`config.mk`:
```
export PLATFORM = sky130hd
export DESIGN_NAME = bcr_regs
export DESIGN_NICKNAME = d
export VERILOG_FILES = /design/src/verilog/bcr_regs.v
export VERILOG_INCLUDE_DIRS = /design/src /design/src/verilog
export SDC_FILE = /design/constraint.sdc
export NUM_CORES = 1
export LEC_CHECK = 0
export ABC_CLOCK_PERIOD_IN_PS = 2750
export BUFFER_PORTS_ARGS = -buffer_cell sky130_fd_sc_hd__buf_2
export CAP_MARGIN = 20
export CORE_MARGIN = 2
export CORE_UTILIZATION = 56
export DETAILED_ROUTE_END_ITERATION = 8
export PLACE_DENSITY = 0.84
export SETUP_SLACK_MARGIN = 0.1
export SYNTH_ARGS = -nofsm -noshare
export SYNTH_HDL_FRONTEND = slang
export SYNTH_SLANG_ARGS = --single-unit
```
`constraint.sdc`:
```
create_clock -name aclk -period 2.75 [get_ports aclk]
set_input_delay 0.1375 -clock aclk [delete_from_list [all_inputs] [get_ports aclk]]
set_output_delay 0.1375 -clock aclk [all_outputs]
set_load 0.03 [all_outputs]
```
`src/verilog/bcr_defines.vh`:
```
// Constants for the converter control register bank: offsets, field positions, resets, codes.
// Assumes inclusion by bare name from the bank module; definitions only.
`ifndef BCR_DEFINES_VH
`define BCR_DEFINES_VH
`define BCR_IDX_ACTIVE   8'hB1
`define BCR_IDX_SLEEP    8'hB2
`define BCR_IDX_CMP      8'hB3
`define BCR_IDX_C1CTL    8'hB4
`define BCR_IDX_C1SEQ    8'hB5
`define BCR_IDX_KEY      8'hC0
`define BCR_IDX_IRQST    8'hC1
`define BCR_IDX_IRQMSK   8'hC2
`define BCR_IDX_STATUS   8'hC3
`define BCR_KEY_UNLOCK   16'h0097
`define BCR_RST_ACTIVE   16'h0001
`define BCR_RST_SLEEP    16'h0000
`define BCR_RST_CMP      16'h0025
`define BCR_RST_C1CTL    16'h000E
`define BCR_RST_C1SEQ    16'h0400
`define BCR_MSK_ACTIVE   16'h0001
`define BCR_MSK_SLEEP    16'h002D
`define BCR_MSK_CMP      16'h5077
`define BCR_MSK_C1CTL    16'hCC7F
`define BCR_MSK_C1SEQ    16'hFFC0
`define BCR_MSK_THR      16'h0077
`define BCR_B_CMP_ACT    14
`define BCR_B_CMP_HIB    12
`define BCR_F_OFFTHR     6:4
`define BCR_F_ONTHR      2:0
`define BCR_F_CAP        15:14
`define BCR_B_OVPOFF     11
`define BCR_B_FLOAT      10
`define BCR_F_VSEL       6:0
`define BCR_F_FACT       15:14
`define BCR_F_ENSLOT     13:10
`define BCR_F_SDSLOT     9:6
`define BCR_B_SLP1       0
`define BCR_B_SLP3       2
`define BCR_B_SLP4       3
`define BCR_B_SLP6       5
`define BCR_CAP_UNUSED   2'h2
`define BCR_VSEL_MAX     7'h66
`define BCR_FACT_IGNORE  2'h0
`define BCR_FACT_CONV    2'h1
`define BCR_SLOT_NONE    4'h0
`define BCR_SLOT_ACTIVE  4'hF
`define BCR_IRQ_SUPPLY   0
`define BCR_IRQ_FAULT    1
`endif

```
`src/verilog/bcr_regs.v`:
```
// Converter control register bank with AXI4-Lite slave, interrupt status/mask and slot decode.
// Assumes one 40 MHz clock; comparator and fault inputs are asynchronous pins from analog.
`include "bcr_defines.vh"
module bcr_regs #(
   parameter AW = 12
) (
   input  wire          aclk,
   input  wire          aresetn,
   input  wire          sm_reset,
   input  wire [AW-1:0] s_axi_awaddr,
   input  wire          s_axi_awvalid,
   output reg           s_axi_awready,
   input  wire [31:0]   s_axi_wdata,
   input  wire [3:0]    s_axi_wstrb,
   input  wire          s_axi_wvalid,
   output reg           s_axi_wready,
   output reg  [1:0]    s_axi_bresp,
   output reg           s_axi_bvalid,
   input  wire          s_axi_bready,
   input  wire [AW-1:0] s_axi_araddr,
   input  wire          s_axi_arvalid,
   output reg           s_axi_arready,
   output reg  [31:0]   s_axi_rdata,
   output reg  [1:0]    s_axi_rresp,
   output reg           s_axi_rvalid,
   input  wire          s_axi_rready,
   input  wire          supply_low,
   input  wire          conv1_fault,
   input  wire [3:0]    seq_slot,
   input  wire          seq_startup,
   input  wire          seq_shutdown,
   input  wire          enter_active,
   input  wire          enter_off,
   output reg           conv1_active_select,
   output reg  [3:0]    sleep_ldo_select,
   output reg           supply_check_hibernate_use,
   output reg  [2:0]    supply_turnoff_threshold,
   output reg  [2:0]    supply_turnon_threshold,
   output reg  [1:0]    conv1_output_cap_range,
   output reg           conv1_overvoltage_on,
   output reg           conv1_discharge_en,
   output reg  [6:0]    conv1_voltage_code,
   output reg           conv1_enable,
   output reg           conv1_shutdown_req,
   output reg           system_shutdown_req,
   output reg           irq
);
   reg [15:0] active_reg, sleep_reg, cmp_reg, c1ctl_reg, c1seq_reg;
   reg [1:0]  irqst_reg, irqmsk_reg;
   reg        unlock_reg;
   reg [2:0]  low_sync_reg, flt_sync_reg;
   reg        low_reg, flt_reg;
   reg        aw_hold_reg, w_hold_reg;
   reg [AW-1:0] awaddr_reg;
   reg [31:0] wdata_reg;
   reg [3:0]  wstrb_reg;
   wire [7:0] widx = awaddr_reg[9:2];
   wire [7:0] ridx = s_axi_araddr[9:2];
   wire       wr_go = aw_hold_reg && w_hold_reg && !s_axi_bvalid;
   wire       low_rise = (low_sync_reg[2] == low_sync_reg[1]) && low_sync_reg[1] && !low_reg;
   wire       flt_rise = (flt_sync_reg[2] == flt_sync_reg[1]) && flt_sync_reg[1] && !flt_reg;
   wire [3:0] en_slot = c1seq_reg[`BCR_F_ENSLOT];
   wire [3:0] sd_slot = c1seq_reg[`BCR_F_SDSLOT];
   wire [1:0] fact = c1seq_reg[`BCR_F_FACT];

   // Merges byte lanes of a write under a field mask
   function [15:0] merge;
      input [15:0] old;
      input [31:0] d;
      input [3:0]  strb;
      input [15:0] msk;
      reg   [15:0] lane;
      begin
         lane = {{8{strb[1]}}, {8{strb[0]}}} & msk;
         merge = (old & ~lane) | (d[15:0] & lane);
      end
   endfunction

   function [15:0] rd_mux;
      input [7:0] idx;
      begin
         case (idx)
            `BCR_IDX_ACTIVE: rd_mux = active_reg;
            `BCR_IDX_SLEEP:  rd_mux = sleep_reg;
            `BCR_IDX_CMP:    rd_mux = cmp_reg;
            `BCR_IDX_C1CTL:  rd_mux = c1ctl_reg;
            `BCR_IDX_C1SEQ:  rd_mux = c1seq_reg;
            `BCR_IDX_KEY:    rd_mux = {15'h0000, unlock_reg};
            `BCR_IDX_IRQST:  rd_mux = {14'h0000, irqst_reg};
            `BCR_IDX_IRQMSK: rd_mux = {14'h0000, irqmsk_reg};
            `BCR_IDX_STATUS: rd_mux = {13'h0000, conv1_enable, flt_reg, low_reg};
            default:         rd_mux = 16'h0000;
         endcase
      end
   endfunction

   function hit;
      input [7:0] idx;
      begin
         hit = (idx >= `BCR_IDX_ACTIVE && idx <= `BCR_IDX_C1SEQ) ||
               (idx >= `BCR_IDX_KEY && idx <= `BCR_IDX_STATUS);
      end
   endfunction

   // Pin inputs: three stages, accept a level once the last two agree
   always @(posedge aclk) begin
      if (!aresetn) begin
         low_sync_reg <= 3'h0;
         flt_sync_reg <= 3'h0;
         low_reg      <= 1'b0;
         flt_reg      <= 1'b0;
      end else begin
         low_sync_reg <= {low_sync_reg[1:0], supply_low};
         flt_sync_reg <= {flt_sync_reg[1:0], conv1_fault};
         if (low_sync_reg[2] == low_sync_reg[1])
            low_reg <= low_sync_reg[1];
         if (flt_sync_reg[2] == flt_sync_reg[1])
            flt_reg <= flt_sync_reg[1];
      end
   end

   // AXI write: address and data taken in either order, response after both
   always @(posedge aclk) begin
      if (!aresetn) begin
         aw_hold_reg   <= 1'b0;
         w_hold_reg    <= 1'b0;
         awaddr_reg    <= {AW{1'b0}};
         wdata_reg     <= 32'h0000_0000;
         wstrb_reg     <= 4'h0;
         s_axi_awready <= 1'b0;
         s_axi_wready  <= 1'b0;
         s_axi_bvalid  <= 1'b0;
         s_axi_bresp   <= 2'h0;
      end else begin
         s_axi_awready <= !aw_hold_reg && !s_axi_awready && !s_axi_bvalid;
         s_axi_wready  <= !w_hold_reg && !s_axi_wready && !s_axi_bvalid;
         if (s_axi_awvalid && s_axi_awready) begin
            aw_hold_reg   <= 1'b1;
            awaddr_reg    <= s_axi_awaddr;
            s_axi_awready <= 1'b0;
         end
         if (s_axi_wvalid && s_axi_wready) begin
            w_hold_reg   <= 1'b1;
            wdata_reg    <= s_axi_wdata;
            wstrb_reg    <= s_axi_wstrb;
            s_axi_wready <= 1'b0;
         end
         if (wr_go) begin
            aw_hold_reg  <= 1'b0;
            w_hold_reg   <= 1'b0;
            s_axi_bvalid <= 1'b1;
            s_axi_bresp  <= hit(widx) ? 2'h0 : 2'h2;
         end else if (s_axi_bvalid && s_axi_bready) begin
            s_axi_bvalid <= 1'b0;
         end
      end
   end

   // AXI read: one cycle after arready handshake
   always @(posedge aclk) begin
      if (!aresetn) begin
         s_axi_arready <= 1'b0;
         s_axi_rvalid  <= 1'b0;
         s_axi_rdata   <= 32'h0000_0000;
         s_axi_rresp   <= 2'h0;
      end else begin
         s_axi_arready <= !s_axi_arready && !s_axi_rvalid && s_axi_arvalid;
         if (s_axi_arvalid && s_axi_arready) begin
            s_axi_rvalid <= 1'b1;
            s_axi_rdata  <= {16'h0000, rd_mux(ridx)};
            s_axi_rresp  <= hit(ridx) ? 2'h0 : 2'h2;
         end else if (s_axi_rvalid && s_axi_rready) begin
            s_axi_rvalid <= 1'b0;
         end
      end
   end

   // Register file; the state machine reset reloads the reset defaults like power-on
   always @(posedge aclk) begin
      if (!aresetn || sm_reset) begin
         active_reg <= `BCR_RST_ACTIVE;
         sleep_reg  <= `BCR_RST_SLEEP;
         cmp_reg    <= `BCR_RST_CMP;
         c1ctl_reg  <= `BCR_RST_C1CTL;
         c1seq_reg  <= `BCR_RST_C1SEQ;
         unlock_reg <= 1'b0;
         irqmsk_reg <= 2'h0;
      end else if (wr_go) begin
         case (widx)
            `BCR_IDX_ACTIVE: active_reg <= merge(active_reg, wdata_reg, wstrb_reg, `BCR_MSK_ACTIVE);
            `BCR_IDX_SLEEP:  sleep_reg  <= merge(sleep_reg, wdata_reg, wstrb_reg, `BCR_MSK_SLEEP);
            `BCR_IDX_CMP:    cmp_reg    <= merge(cmp_reg, wdata_reg, wstrb_reg,
                                                 unlock_reg ? `BCR_MSK_CMP : (`BCR_MSK_CMP & ~`BCR_MSK_THR));
            `BCR_IDX_C1CTL: begin
               // Unused capacitor code and codes above the maximum are refused
               c1ctl_reg <= merge(c1ctl_reg, wdata_reg, wstrb_reg, `BCR_MSK_C1CTL
                                  & ((wdata_reg[`BCR_F_CAP] == `BCR_CAP_UNUSED) ? 16'h3FFF : 16'hFFFF)
                                  & ((wdata_reg[`BCR_F_VSEL] > `BCR_VSEL_MAX) ? 16'hFF80 : 16'hFFFF));
            end
            `BCR_IDX_C1SEQ:  c1seq_reg  <= merge(c1seq_reg, wdata_reg, wstrb_reg, `BCR_MSK_C1SEQ);
            `BCR_IDX_KEY:    unlock_reg <= (wdata_reg[15:0] == `BCR_KEY_UNLOCK);
            `BCR_IDX_IRQMSK: irqmsk_reg <= wdata_reg[1:0];
            default:         unlock_reg <= unlock_reg;
         endcase
      end
   end

   // Sticky interrupt status; a new event wins over a write-one clear
   always @(posedge aclk) begin
      if (!aresetn) begin
         irqst_reg <= 2'h0;
         irq       <= 1'b0;
      end else begin
         irqst_reg <= (irqst_reg & ~((wr_go && widx == `BCR_IDX_IRQST) ? wdata_reg[1:0] : 2'h0))
                      | {flt_rise, low_rise};
         irq       <= |(irqst_reg & irqmsk_reg);
      end
   end

   // Converter and comparator outputs, plus slot sequencing
   always @(posedge aclk) begin
      if (!aresetn || sm_reset) begin
         conv1_active_select        <= 1'b1;
         sleep_ldo_select           <= 4'h0;
         supply_check_hibernate_use <= 1'b0;
         supply_turnoff_threshold   <= 3'h2;
         supply_turnon_threshold    <= 3'h5;
         conv1_output_cap_range     <= 2'h0;
         conv1_overvoltage_on       <= 1'b1;
         conv1_discharge_en         <= 1'b1;
         conv1_voltage_code         <= 7'h0E;
         conv1_enable               <= 1'b0;
         conv1_shutdown_req         <= 1'b0;
         system_shutdown_req        <= 1'b0;
      end else begin
         conv1_active_select        <= active_reg[0];
         sleep_ldo_select           <= {sleep_reg[`BCR_B_SLP6], sleep_reg[`BCR_B_SLP4],
                                        sleep_reg[`BCR_B_SLP3], sleep_reg[`BCR_B_SLP1]};
         supply_check_hibernate_use <= cmp_reg[`BCR_B_CMP_HIB];
         // Analog maps codes linearly, 2.9V plus 100mV per step
         supply_turnoff_threshold   <= cmp_reg[`BCR_F_OFFTHR];
         supply_turnon_threshold    <= cmp_reg[`BCR_F_ONTHR];
         conv1_output_cap_range     <= c1ctl_reg[`BCR_F_CAP];
         conv1_overvoltage_on       <= !c1ctl_reg[`BCR_B_OVPOFF];
         conv1_discharge_en         <= !c1ctl_reg[`BCR_B_FLOAT] && !conv1_enable;
         conv1_voltage_code         <= c1ctl_reg[`BCR_F_VSEL];
         // Slots are walked in ascending order by the sequencer outside; we act on our own slot
         if (seq_startup && en_slot != `BCR_SLOT_NONE && en_slot != `BCR_SLOT_ACTIVE && seq_slot == en_slot)
            conv1_enable <= 1'b1;
         else if (enter_active && en_slot == `BCR_SLOT_ACTIVE)
            conv1_enable <= 1'b1;
         else if (seq_shutdown && sd_slot != `BCR_SLOT_NONE && sd_slot != `BCR_SLOT_ACTIVE
                  && seq_slot == sd_slot)
            conv1_enable <= 1'b0;
         else if (enter_off && (sd_slot == `BCR_SLOT_NONE || sd_slot == `BCR_SLOT_ACTIVE))
            conv1_enable <= 1'b0;
         else if (flt_rise && fact == `BCR_FACT_CONV)
            conv1_enable <= 1'b0;
         conv1_shutdown_req  <= flt_rise && fact == `BCR_FACT_CONV;
         system_shutdown_req <= (flt_rise && fact != `BCR_FACT_IGNORE && fact != `BCR_FACT_CONV)
                                || (low_rise && cmp_reg[`BCR_B_CMP_ACT]);
      end
   end
endmodule

```
## Yosys cells after proc, flatten, opt, wreduce, memory -nomap -nowiden

Cells that the tools add are included.

- Output and inout bits: 68
- Word-level logic and storage cells: 191
- Input bits: 78
- Register bits after elaboration: 175

- Order comparisons: 9
- Bitwise logic cells: 28
- Multiplexer cells: 16
- Reductions and logical operators: 71
- Equality and inequality tests: 29

Operators by type and width:

| kind | number |
|---|---|
| AND 16 bit | 10 |
| case mux 16 bit (9 select lines) | 1 |
| equality test 8 bit (second input constant) | 17 |
| OR 16 bit | 5 |
| inverter 16 bit | 3 |
| logical AND 1 bit | 35 |
| greater-or-equal comparator 8 bit (second input constant) | 4 |
| less-or-equal comparator 8 bit (second input constant) | 4 |
| AND 16 x 1 -> 16 bit | 1 |
| AND 16 x 15 -> 16 bit | 1 |
| AND 16 x 6 -> 16 bit | 1 |
| equality test 16 x 8 -> 1 bit (second input constant) | 1 |
| two-way mux 16 bit | 1 |
| inverter 1 -> 16 bit | 1 |
| inverter 6 -> 16 bit | 1 |
| two-way mux 7 bit | 2 |
| AND reduction 2 bit | 7 |
| logical NOT 1 bit | 13 |
| two-way mux 1 bit | 9 |
| equality test 4 bit | 2 |
| equality test 4 bit (second input constant) | 2 |
| inequality test 4 bit (second input constant) | 2 |
| nonzero test 4 bit | 2 |
| OR reduction 2 bit | 4 |
| 14 further kinds | 24 |

## Depth between registers and ports, before layout

Gate-level depths: netlist (run 1).

- Word-level depth: 9
- Gate-level depth with buffers: 6
- Depth with buffers taken out: 5

## Worst setup path after synthesis (run 1)

OpenSTA, ideal clock, no wires.

- Kind: register -> register
- Start: register s_axi_bvalid
- End: register (tool-made name)
- Stages on the path, launching flop included: 6
- Arrival: 1.502 ns
- Library setup time: 0.132 ns
- Path buffers: 1
- Slack: 1.116 ns
- Data required time: 2.618 ns
- Clock period less this slack: 1.634 ns
- Cell sequence: dfxtp_1 > nand3b_4 > or4b_4 > buf_6 > o21ai_1 > a21oi_1

RTL lines:

| what | line | text |
|---|---|---|
| start: declaration | bcr_regs.v:18 | `output reg s_axi_bvalid,` |
| start signal: assignment | bcr_regs.v:132 | `s_axi_bvalid <= 1'b0;` |
| start signal: assignment | bcr_regs.v:151 | `s_axi_bvalid <= 1'b1;` |
| start signal: assignment | bcr_regs.v:154 | `s_axi_bvalid <= 1'b0;` |

==> summary.txt, run 1 <==
Synth
  • Share of the synthesized area in the top cell type: 0.467
  • Ys async rst share: 0
  • Mean post-synth cell area: 9.16 µm²
  • Top post-synthesis cells by area: dfxtp_1 47%, nand2_1 4.8%, a21boi_0 4.1%
  • Cells after Synth: 585
  • Main synth FF type: dfxtp_1
  • Mapped cell area: 5360 µm²
  • Biggest area consumer among synthesized cells: dfxtp_1
  • Number of synthesis warnings: 0
  • Seq/Total Area, Yosys: 0.467
  • EDFF count, synth: 0
  • Yosys reg bits: 125
  • Yosys cell types: 73

Placed design
  • Placement Cell Area: 5850 µm²
  • DPL Wire Length: 9.28 mm
  • IO buf count: 101
  • GPL Wtd Cong: 0.849
  • Inst Count DP: 787

Power
  • Leak: 2.75 nW
  • Peak VDD IR: 0.000398 V
  • Power per Cell Area: 646 nW/µm²

Critical path
  • Data required time of the worst path: 3.18 ns
  • Critical path class: register to register
  • CP Cell Sequence: and4b_1 -> and3_4 -> and3_1 -> mux2i_1
  • Data arrival, critical path: 2.37 ns
  • Bufs and invs on worst path: 0
  • Worst Setup End Kind: register
  • CP peak stage delay: 0.50 ns
  • CP top delay family: simple AND/OR/NAND/NOR gates
  • Critical Path Start Type: register
  • CP startpoint: awaddr_reg[8]
  • CP max FO: 10
  • CP max stage cell: and4b_1
  • Worst reg2reg startpoint: awaddr_reg[8]

Floorplanning
  • Initial core utilization: 0.580
  • Vert. Die Dim: 102 µm
  • DIE WIDTH: 102 µm
  • Core area: 9240 µm²
  • Row count: 35
  • Top-Level Pins: 146
  • Die area: 10,400 µm²

GRT
  • GR Util met3: 0.0629
  • GRT Max-Usage Layer: met2
  • Vias in the first global route: 4,601
  • Routing usage on met2: 0.479
  • First-pass GRT wire length: 22.7 mm
  • Met1 usage: 0.347
  • Initial antenna violation count: 0
  • GRT overflow: 0
  • Overall Global Routing Usage: 0.281
  • Pin count of the biggest net entering global routing: 39

STA
  • Minimum clock period after layout: 1.94 ns
  • Setup TNS: 0 ns
  • Setup violations, final: 0
  • RSZ-0062 raised after global routing: false
  • Highest Clock Rate: 515 MHz
  • Worst Tran Pin Value: 0.654 ns
  • Slew headroom: 0.564
  • Max Slew Vio Count: 0
  • Hold WS: 0.0814 ns
  • Final period util: 0.706
  • Worst Clk Skew: 0.00733 ns
  • Final hold violations: 0

Run status
  • Status: finished, final reports clean

Clock tree
  • H-tree Lvls: 4
  • Setup Buffers After CTS: 0
  • CTS Buffer Depth: 2
  • Worst-Skew Late Latency: 0.51 ns
  • Root Driver: clkbuf_8
  • Clock sink count: 125
  • CTS tree: done
  • CTS buffer count: 17
  • CTS clk-pin slew, worst paths: 0.06 ns

Detailed routing
  • Vias after detailed routing: 4,800
  • Residual DRC: 0
  • Iteration-0 DRC Markers: 261
  • Via/cell ratio: 5.59
  • Detail Route Antenna Nets: 0
  • Number of detailed-route iterations in the first pass: 7
  • WL/cell: 16.6 µm
  • Routed Wire Length: 14.3 mm

Final layout
  • N_diodes: 0
  • Share of cells above drive strength 1: 0.211
  • Non-Filler Instances: 859
  • Fillers: 663
  • Nets: 797
  • Final Util: 0.740
  • Synth-to-Final Area Change: 27.7%
  • Final Cell Area: 6840 µm²

Hold path
  • HP Class: input port to register
  • Worst Hold Launch: sm_reset

Job
  • Max cap viols: 0
==> worst reg2reg max path: cells and delay by family, from the launching register on <==
kind	cells	cell delay, ns
simple gates	3	1.23
flops	1	0.35
mux	1	0.28
==> routing by layer <==
layer | routed length [µm] | part of all wire
met4 | 343 | 0.024
met5 | 0 | 0
met1 | 5960 | 0.42
met3 | 918 | 0.064
met2 | 7040 | 0.49
==> cell type report <==
type	instances	area (µm²)	area share
clock buffers	18	428	0.0625
clock inverters	14	168	0.0245
inverters	18	67.6	0.00988
multi-input cells	410	2580	0.377
flip-flops and latches	125	2500	0.366
well taps	129	161	0.0236
repair buffers	145	936	0.137
==> layout by cell type (no fill, tap or decap), types with 5 or more instances in the layout <==
cell and count:
dfxtp_1 125, a22oi_1 9, o21ai_0 9, nor2_1 30
o21ai_1 17, buf_2 101, clkbuf_16 16, and2_1 19
nand3_1 35, nand2b_1 7, a21oi_1 20, mux2i_1 21
a32oi_1 5, dlygate4sd3_1 40, nand4_1 11, a21boi_0 29
nand2_1 69, inv_1 18, o31ai_1 5, conb_1 18
nor3_1 9, nor2b_1 13
==> repair_timing <==
action / 4_1_cts / 5_1_grt
endpoints found under the hold margin: 33 / 0
hold buffers: 40 / 0
gates resized for setup: 0 / 0
==> path summary, 6_finish.rpt <==
path / endpoint / slack, ns / cells past startpoint
max reg2reg: register / 0.81 / 4
min reg2reg: conv1_overvoltage_on / 0.41 / 1
min: conv1_active_select / 0.08 / 4
max: register / 0.81 / 4
==> stage by stage <==
stage                     worst slack [ns]  power (mW)
after global placement               0.997        2.17
after detailed placement             0.952        2.18
final                                0.809        4.42
after floorplan                       1.12        2.11
after global routing                 0.736        4.54
after CTS                            0.852        4.43
==> synthesized netlist by cell type (2+ instances only) <==
master     number
a211oi_1        2
a21boi_0       29
a21boi_1        2
a21o_1          2
a21oi_1        20
a22o_1          2
a22oi_1         9
a2bb2oi_1       2
a31oi_1         2
a32oi_1         5
and2_1         19
and3_1          4
and4_1          3
and4b_1         4
buf_2           8
buf_4          19
clkbuf_1       21
dfxtp_1       125
ha_1            2
inv_1          18
mux2i_1        21
nand2_1        69
nand2b_1        7
nand3_1        35
nand3b_1        4
nand4_1        11
nand4b_1        2
nor2_1         30
nor2b_1        13
nor3_1          9
nor3b_1         2
nor3b_2         3
nor4_2          2
nor4bb_1        2
o211ai_1        2
o21ai_0         9
o21ai_1        17
o221a_1         2
o31ai_1         5
or2_1           3
or3_1           2
or4b_1          2
xnor2_1         4
xor2_1          2
==> report_power, final <==
part,switching (mW),internal [mW]
registers,0.0466,1.84
logic,0.175,0.126
clock network,0.828,1.40
==> cell families after synthesis <==
family | Yosys count | synth area share
xor+xnor | 6 | 0.00981
buf+inv | 67 | 0.0635
mux | 23 | 0.0434
other cells | 1 | 0.000700
fa+ha+maj | 2 | 0.00467
simple gates | 238 | 0.252
flops | 125 | 0.467
compound gates | 123 | 0.159
Power figures use the tool's default switching activity.
==> run 2, diff against run 1 <==
--- a/config.mk
+++ b/config.mk
@@ -6,13 +6,13 @@
 export SDC_FILE = /design/constraint.sdc
 export NUM_CORES = 1
 export LEC_CHECK = 0
-export ABC_CLOCK_PERIOD_IN_PS = 2750
+export ABC_CLOCK_PERIOD_IN_PS = 1800
 export BUFFER_PORTS_ARGS = -buffer_cell sky130_fd_sc_hd__buf_2
 export CAP_MARGIN = 20
 export CORE_MARGIN = 2
-export CORE_UTILIZATION = 56
+export CORE_UTILIZATION = 52
 export DETAILED_ROUTE_END_ITERATION = 8
-export PLACE_DENSITY = 0.84
+export PLACE_DENSITY = 0.79
 export SETUP_SLACK_MARGIN = 0.1
 export SYNTH_ARGS = -nofsm -noshare
 export SYNTH_HDL_FRONTEND = slang
==> constraint.sdc (replaced) <==
create_clock -name aclk -period 1.8 [get_ports aclk]
set_input_delay 0.09 -clock aclk [delete_from_list [all_inputs] [get_ports aclk]]
set_output_delay 0.09 -clock aclk [all_outputs]
set_load 0.03 [all_outputs]
==> run 2 against run 1 <==
Compared with the run above:
- the run now ends with negative hold slack left
- global-route usage fell by 1.6 points
- utilization is 5.6 points lower
- cell area up 2.0%
- clock skew shrank 0.0010 ns
- flip-flop and latch count is the same
- sequential power up 52%
- first-iteration DRC count up 36%
- hold slack lost 0.13 ns
- total power increased by 49%
- cell count grew 2.6%
- fmax increased by 17%
- worst setup slack got worse by 0.67 ns
==> summary.txt, run 2 (synthesized netlist as in run 1, its figures left out) <==
Clock tree
  • CTS clk-pin slew, worst paths: 0.06 ns (about the same)
  • H-tree Lvls: 4 (unchanged)
  • CTS Buffer Depth: 2 (unchanged)
  • CTS tree: done (unchanged)
  • Worst-Skew Late Latency: 0.52 ns (was 0.51 ns)
  • CTS buffer count: 17 (unchanged)
  • Clock sink count: 125 (unchanged)
  • Root Driver: clkbuf_8 (unchanged)

Critical path
  • Critical Path Start Type: register (unchanged)
  • CP Cell Sequence: nand3b_4 -> or4b_4 -> o21ai_1 -> a21oi_1 (was and4b_1 -> and3_4 -> and3_1 -> mux2i_1)
  • Data arrival, critical path: 2.05 ns (was 2.37 ns)
  • CP max stage cell: or4b_4 (was and4b_1)
  • Worst R2R Path Depth: 4 (unchanged)
  • Data required time of the worst path: 2.19 ns (was 3.18 ns)
  • Worst reg2reg startpoint: s_axi_bvalid (was awaddr_reg[8])
  • Worst Setup End Kind: register (unchanged)
  • CP peak stage delay: 0.62 ns (was 0.50 ns)
  • CP top delay family: simple AND/OR/NAND/NOR gates (unchanged)
  • Bufs and invs on worst path: 0 (unchanged)
  • Critical path class: register to register (unchanged)
  • Critical Path Stages: 4 (unchanged)
  • FF-to-FF setup slack: 0.14 ns (was 0.81 ns)
  • CP max FO: 10 (unchanged)

Final layout
  • Commonest non-fill, non-tap cell in the layout: dfxtp_1 (unchanged)
  • Synth-to-Final Area Change: 30.2% (was 27.7%)
  • N_diodes: 0 (unchanged)
  • Final Cell Area: 6980 µm² (was 6840 µm²)
  • Most frequent cells in the layout: 121 x dfxtp_1, 101 x buf_2, 68 x nand2_1 (was 125 x dfxtp_1, 101 x buf_2, 69 x nand2_1)
  • Non-Filler Instances: 881 (was 859)
  • Share of cells above drive strength 1: 0.228 (was 0.211)
  • Nets: 812 (was 797)

Detailed routing
  • Detail Route Antenna Nets: 0 (unchanged)
  • Vias after detailed routing: 4,881 (was 4,800)
  • Routed Wire Length: 14.4 mm (was 14.3 mm)
  • Residual DRC: 0 (unchanged)
  • Number of detailed-route iterations in the first pass: 5 (was 7)
  • WL/cell: 16.4 µm (was 16.6 µm)
  • Iteration-0 DRC Markers: 355 (was 261)
  • Via/cell ratio: 5.54 (was 5.59)

STA
  • Setup TNS: 0 ns (unchanged)
  • Minimum clock period after layout: 1.66 ns (was 1.94 ns)
  • Slew headroom: 0.601 (was 0.564)
  • Final period util: 0.922 (was 0.706)
  • Hold WS: -0.0479 ns (was 0.0814 ns)
  • Final hold violations: 1 (was 0)
  • RSZ-0062 raised after global routing: true (was false)
  • Highest Clock Rate: 603 MHz (was 515 MHz)
  • Max Slew Vio Count: 0 (unchanged)
  • Worst Clk Skew: 0.00629 ns (was 0.00733 ns)
  • Worst setup margin: 0.141 ns (was 0.809 ns)
  • Worst Tran Pin Value: 0.596 ns (was 0.654 ns)
  • Setup violations, final: 0 (unchanged)

GRT
  • Overall Global Routing Usage: 0.265 (was 0.281)
  • Vias in the first global route: 4,839 (was 4,601)
  • GRT overflow: 0 (unchanged)
  • First-pass GRT wire length: 23.3 mm (was 22.7 mm)
  • Initial antenna violation count: 1 (was 0)
  • Pin count of the biggest net entering global routing: 45 (was 39)

Power
  • Power per Cell Area: 945 nW/µm² (was 646 nW/µm²)
  • Total power draw: 6.59 mW (was 4.42 mW)
  • Peak VDD IR: 0.000505 V (was 0.000398 V)
  • Leak: 2.82 nW (was 2.75 nW)

Placed design
  • Inst Count DP: 803 (was 787)
  • IO buf count: 101 (unchanged)
  • Placement Cell Area: 5930 µm² (was 5850 µm²)
  • GPL Wtd Cong: 0.843 (was 0.849)
  • DPL Wire Length: 9.52 mm (was 9.28 mm)
  • Setup WS pre-CTS: 0.159 ns (was 0.952 ns)

Floorplanning
  • Initial core utilization: 0.526 (was 0.580)
  • Row count: 37 (was 35)
  • Die area: 11,100 µm² (was 10,400 µm²)
  • DIE WIDTH: 106 µm (was 102 µm)
  • Core area: 10,200 µm² (was 9240 µm²)
  • Top-Level Pins: 146 (unchanged)
  • Vert. Die Dim: 106 µm (was 102 µm)

Job
  • Max cap viols: 0 (unchanged)

Run status
  • Failing checks: negative hold slack
  • Status: finished, violations left (was finished, final reports clean)

Hold path
  • Cell depth of the worst hold path: 4 (unchanged)
  • HP Class: input port to register (unchanged)
  • Worst Hold Launch: seq_slot[0] (was sm_reset)
  • Hold EP: conv1_enable (was conv1_active_select)
run 2: power by group:
| group | internal [mW] | switching [mW] |
|---|---|---|
| Sequential | 2.82 | 0.0653 |
| Combinational | 0.207 | 0.283 |
| Clock | 1.96 | 1.26 |
| Total | 4.98 | 1.61 |
run 2: worst max-delay path by stage:
stage	startpoint	endpoint	slack, ns
2_1_floorplan	s_axi_bvalid	register	0.17
3_3_place_gp	awaddr_reg[8]	register	0.20
3_5_place_dp	awaddr_reg[8]	register	0.16
4_1_cts	aw_hold_reg	register	0.12
5_1_grt	s_axi_bvalid	register	0.07
6_report	s_axi_bvalid	register	0.14
run 2: layout make-up:
type | instances | area, µm²
Clock inverter | 11 | 105
Fill cell | 803 | 3210
Multi-Input combinational cell | 410 | 2580
Inverter | 18 | 67.6
Clock buffer | 21 | 459
Tap cell | 136 | 170
Sequential cell | 125 | 2510
Timing Repair Buffer | 160 | 1080
run 2: through the flow:
stage | utilization | hold slack [ns]
after floorplan | - | 0.217
after global placement | 0.583 | 0.302
after detailed placement | 0.583 | 0.317
after CTS | 0.682 | 0.000622
after global routing | 0.685 | 0.0421
final | 0.685 | -0.0479
run 2: timing repair:
action,CTS,global route
setup endpoints to repair,0,25
buffers inserted,0,2
gates resized for setup,0,6
hold buffers,45,0
hold endpoints to repair,33,0
run 2: routing by layer:
layer / vias to the layer above / routed length (µm) / track usage
met3: 26 / 967 / 0.0606
li1: 2333 / - / -
met4: 0 / 283 / 0.111
met5: - / 0 / 0
met1: 2302 / 5910 / 0.315
met2: 220 / 7260 / 0.460
run 2: tightest hold or removal path, cell delays in order:
cell     delay, ns
buf_2         0.11
xnor2_1       0.06
nand4_1       0.09
a31oi_1       0.07
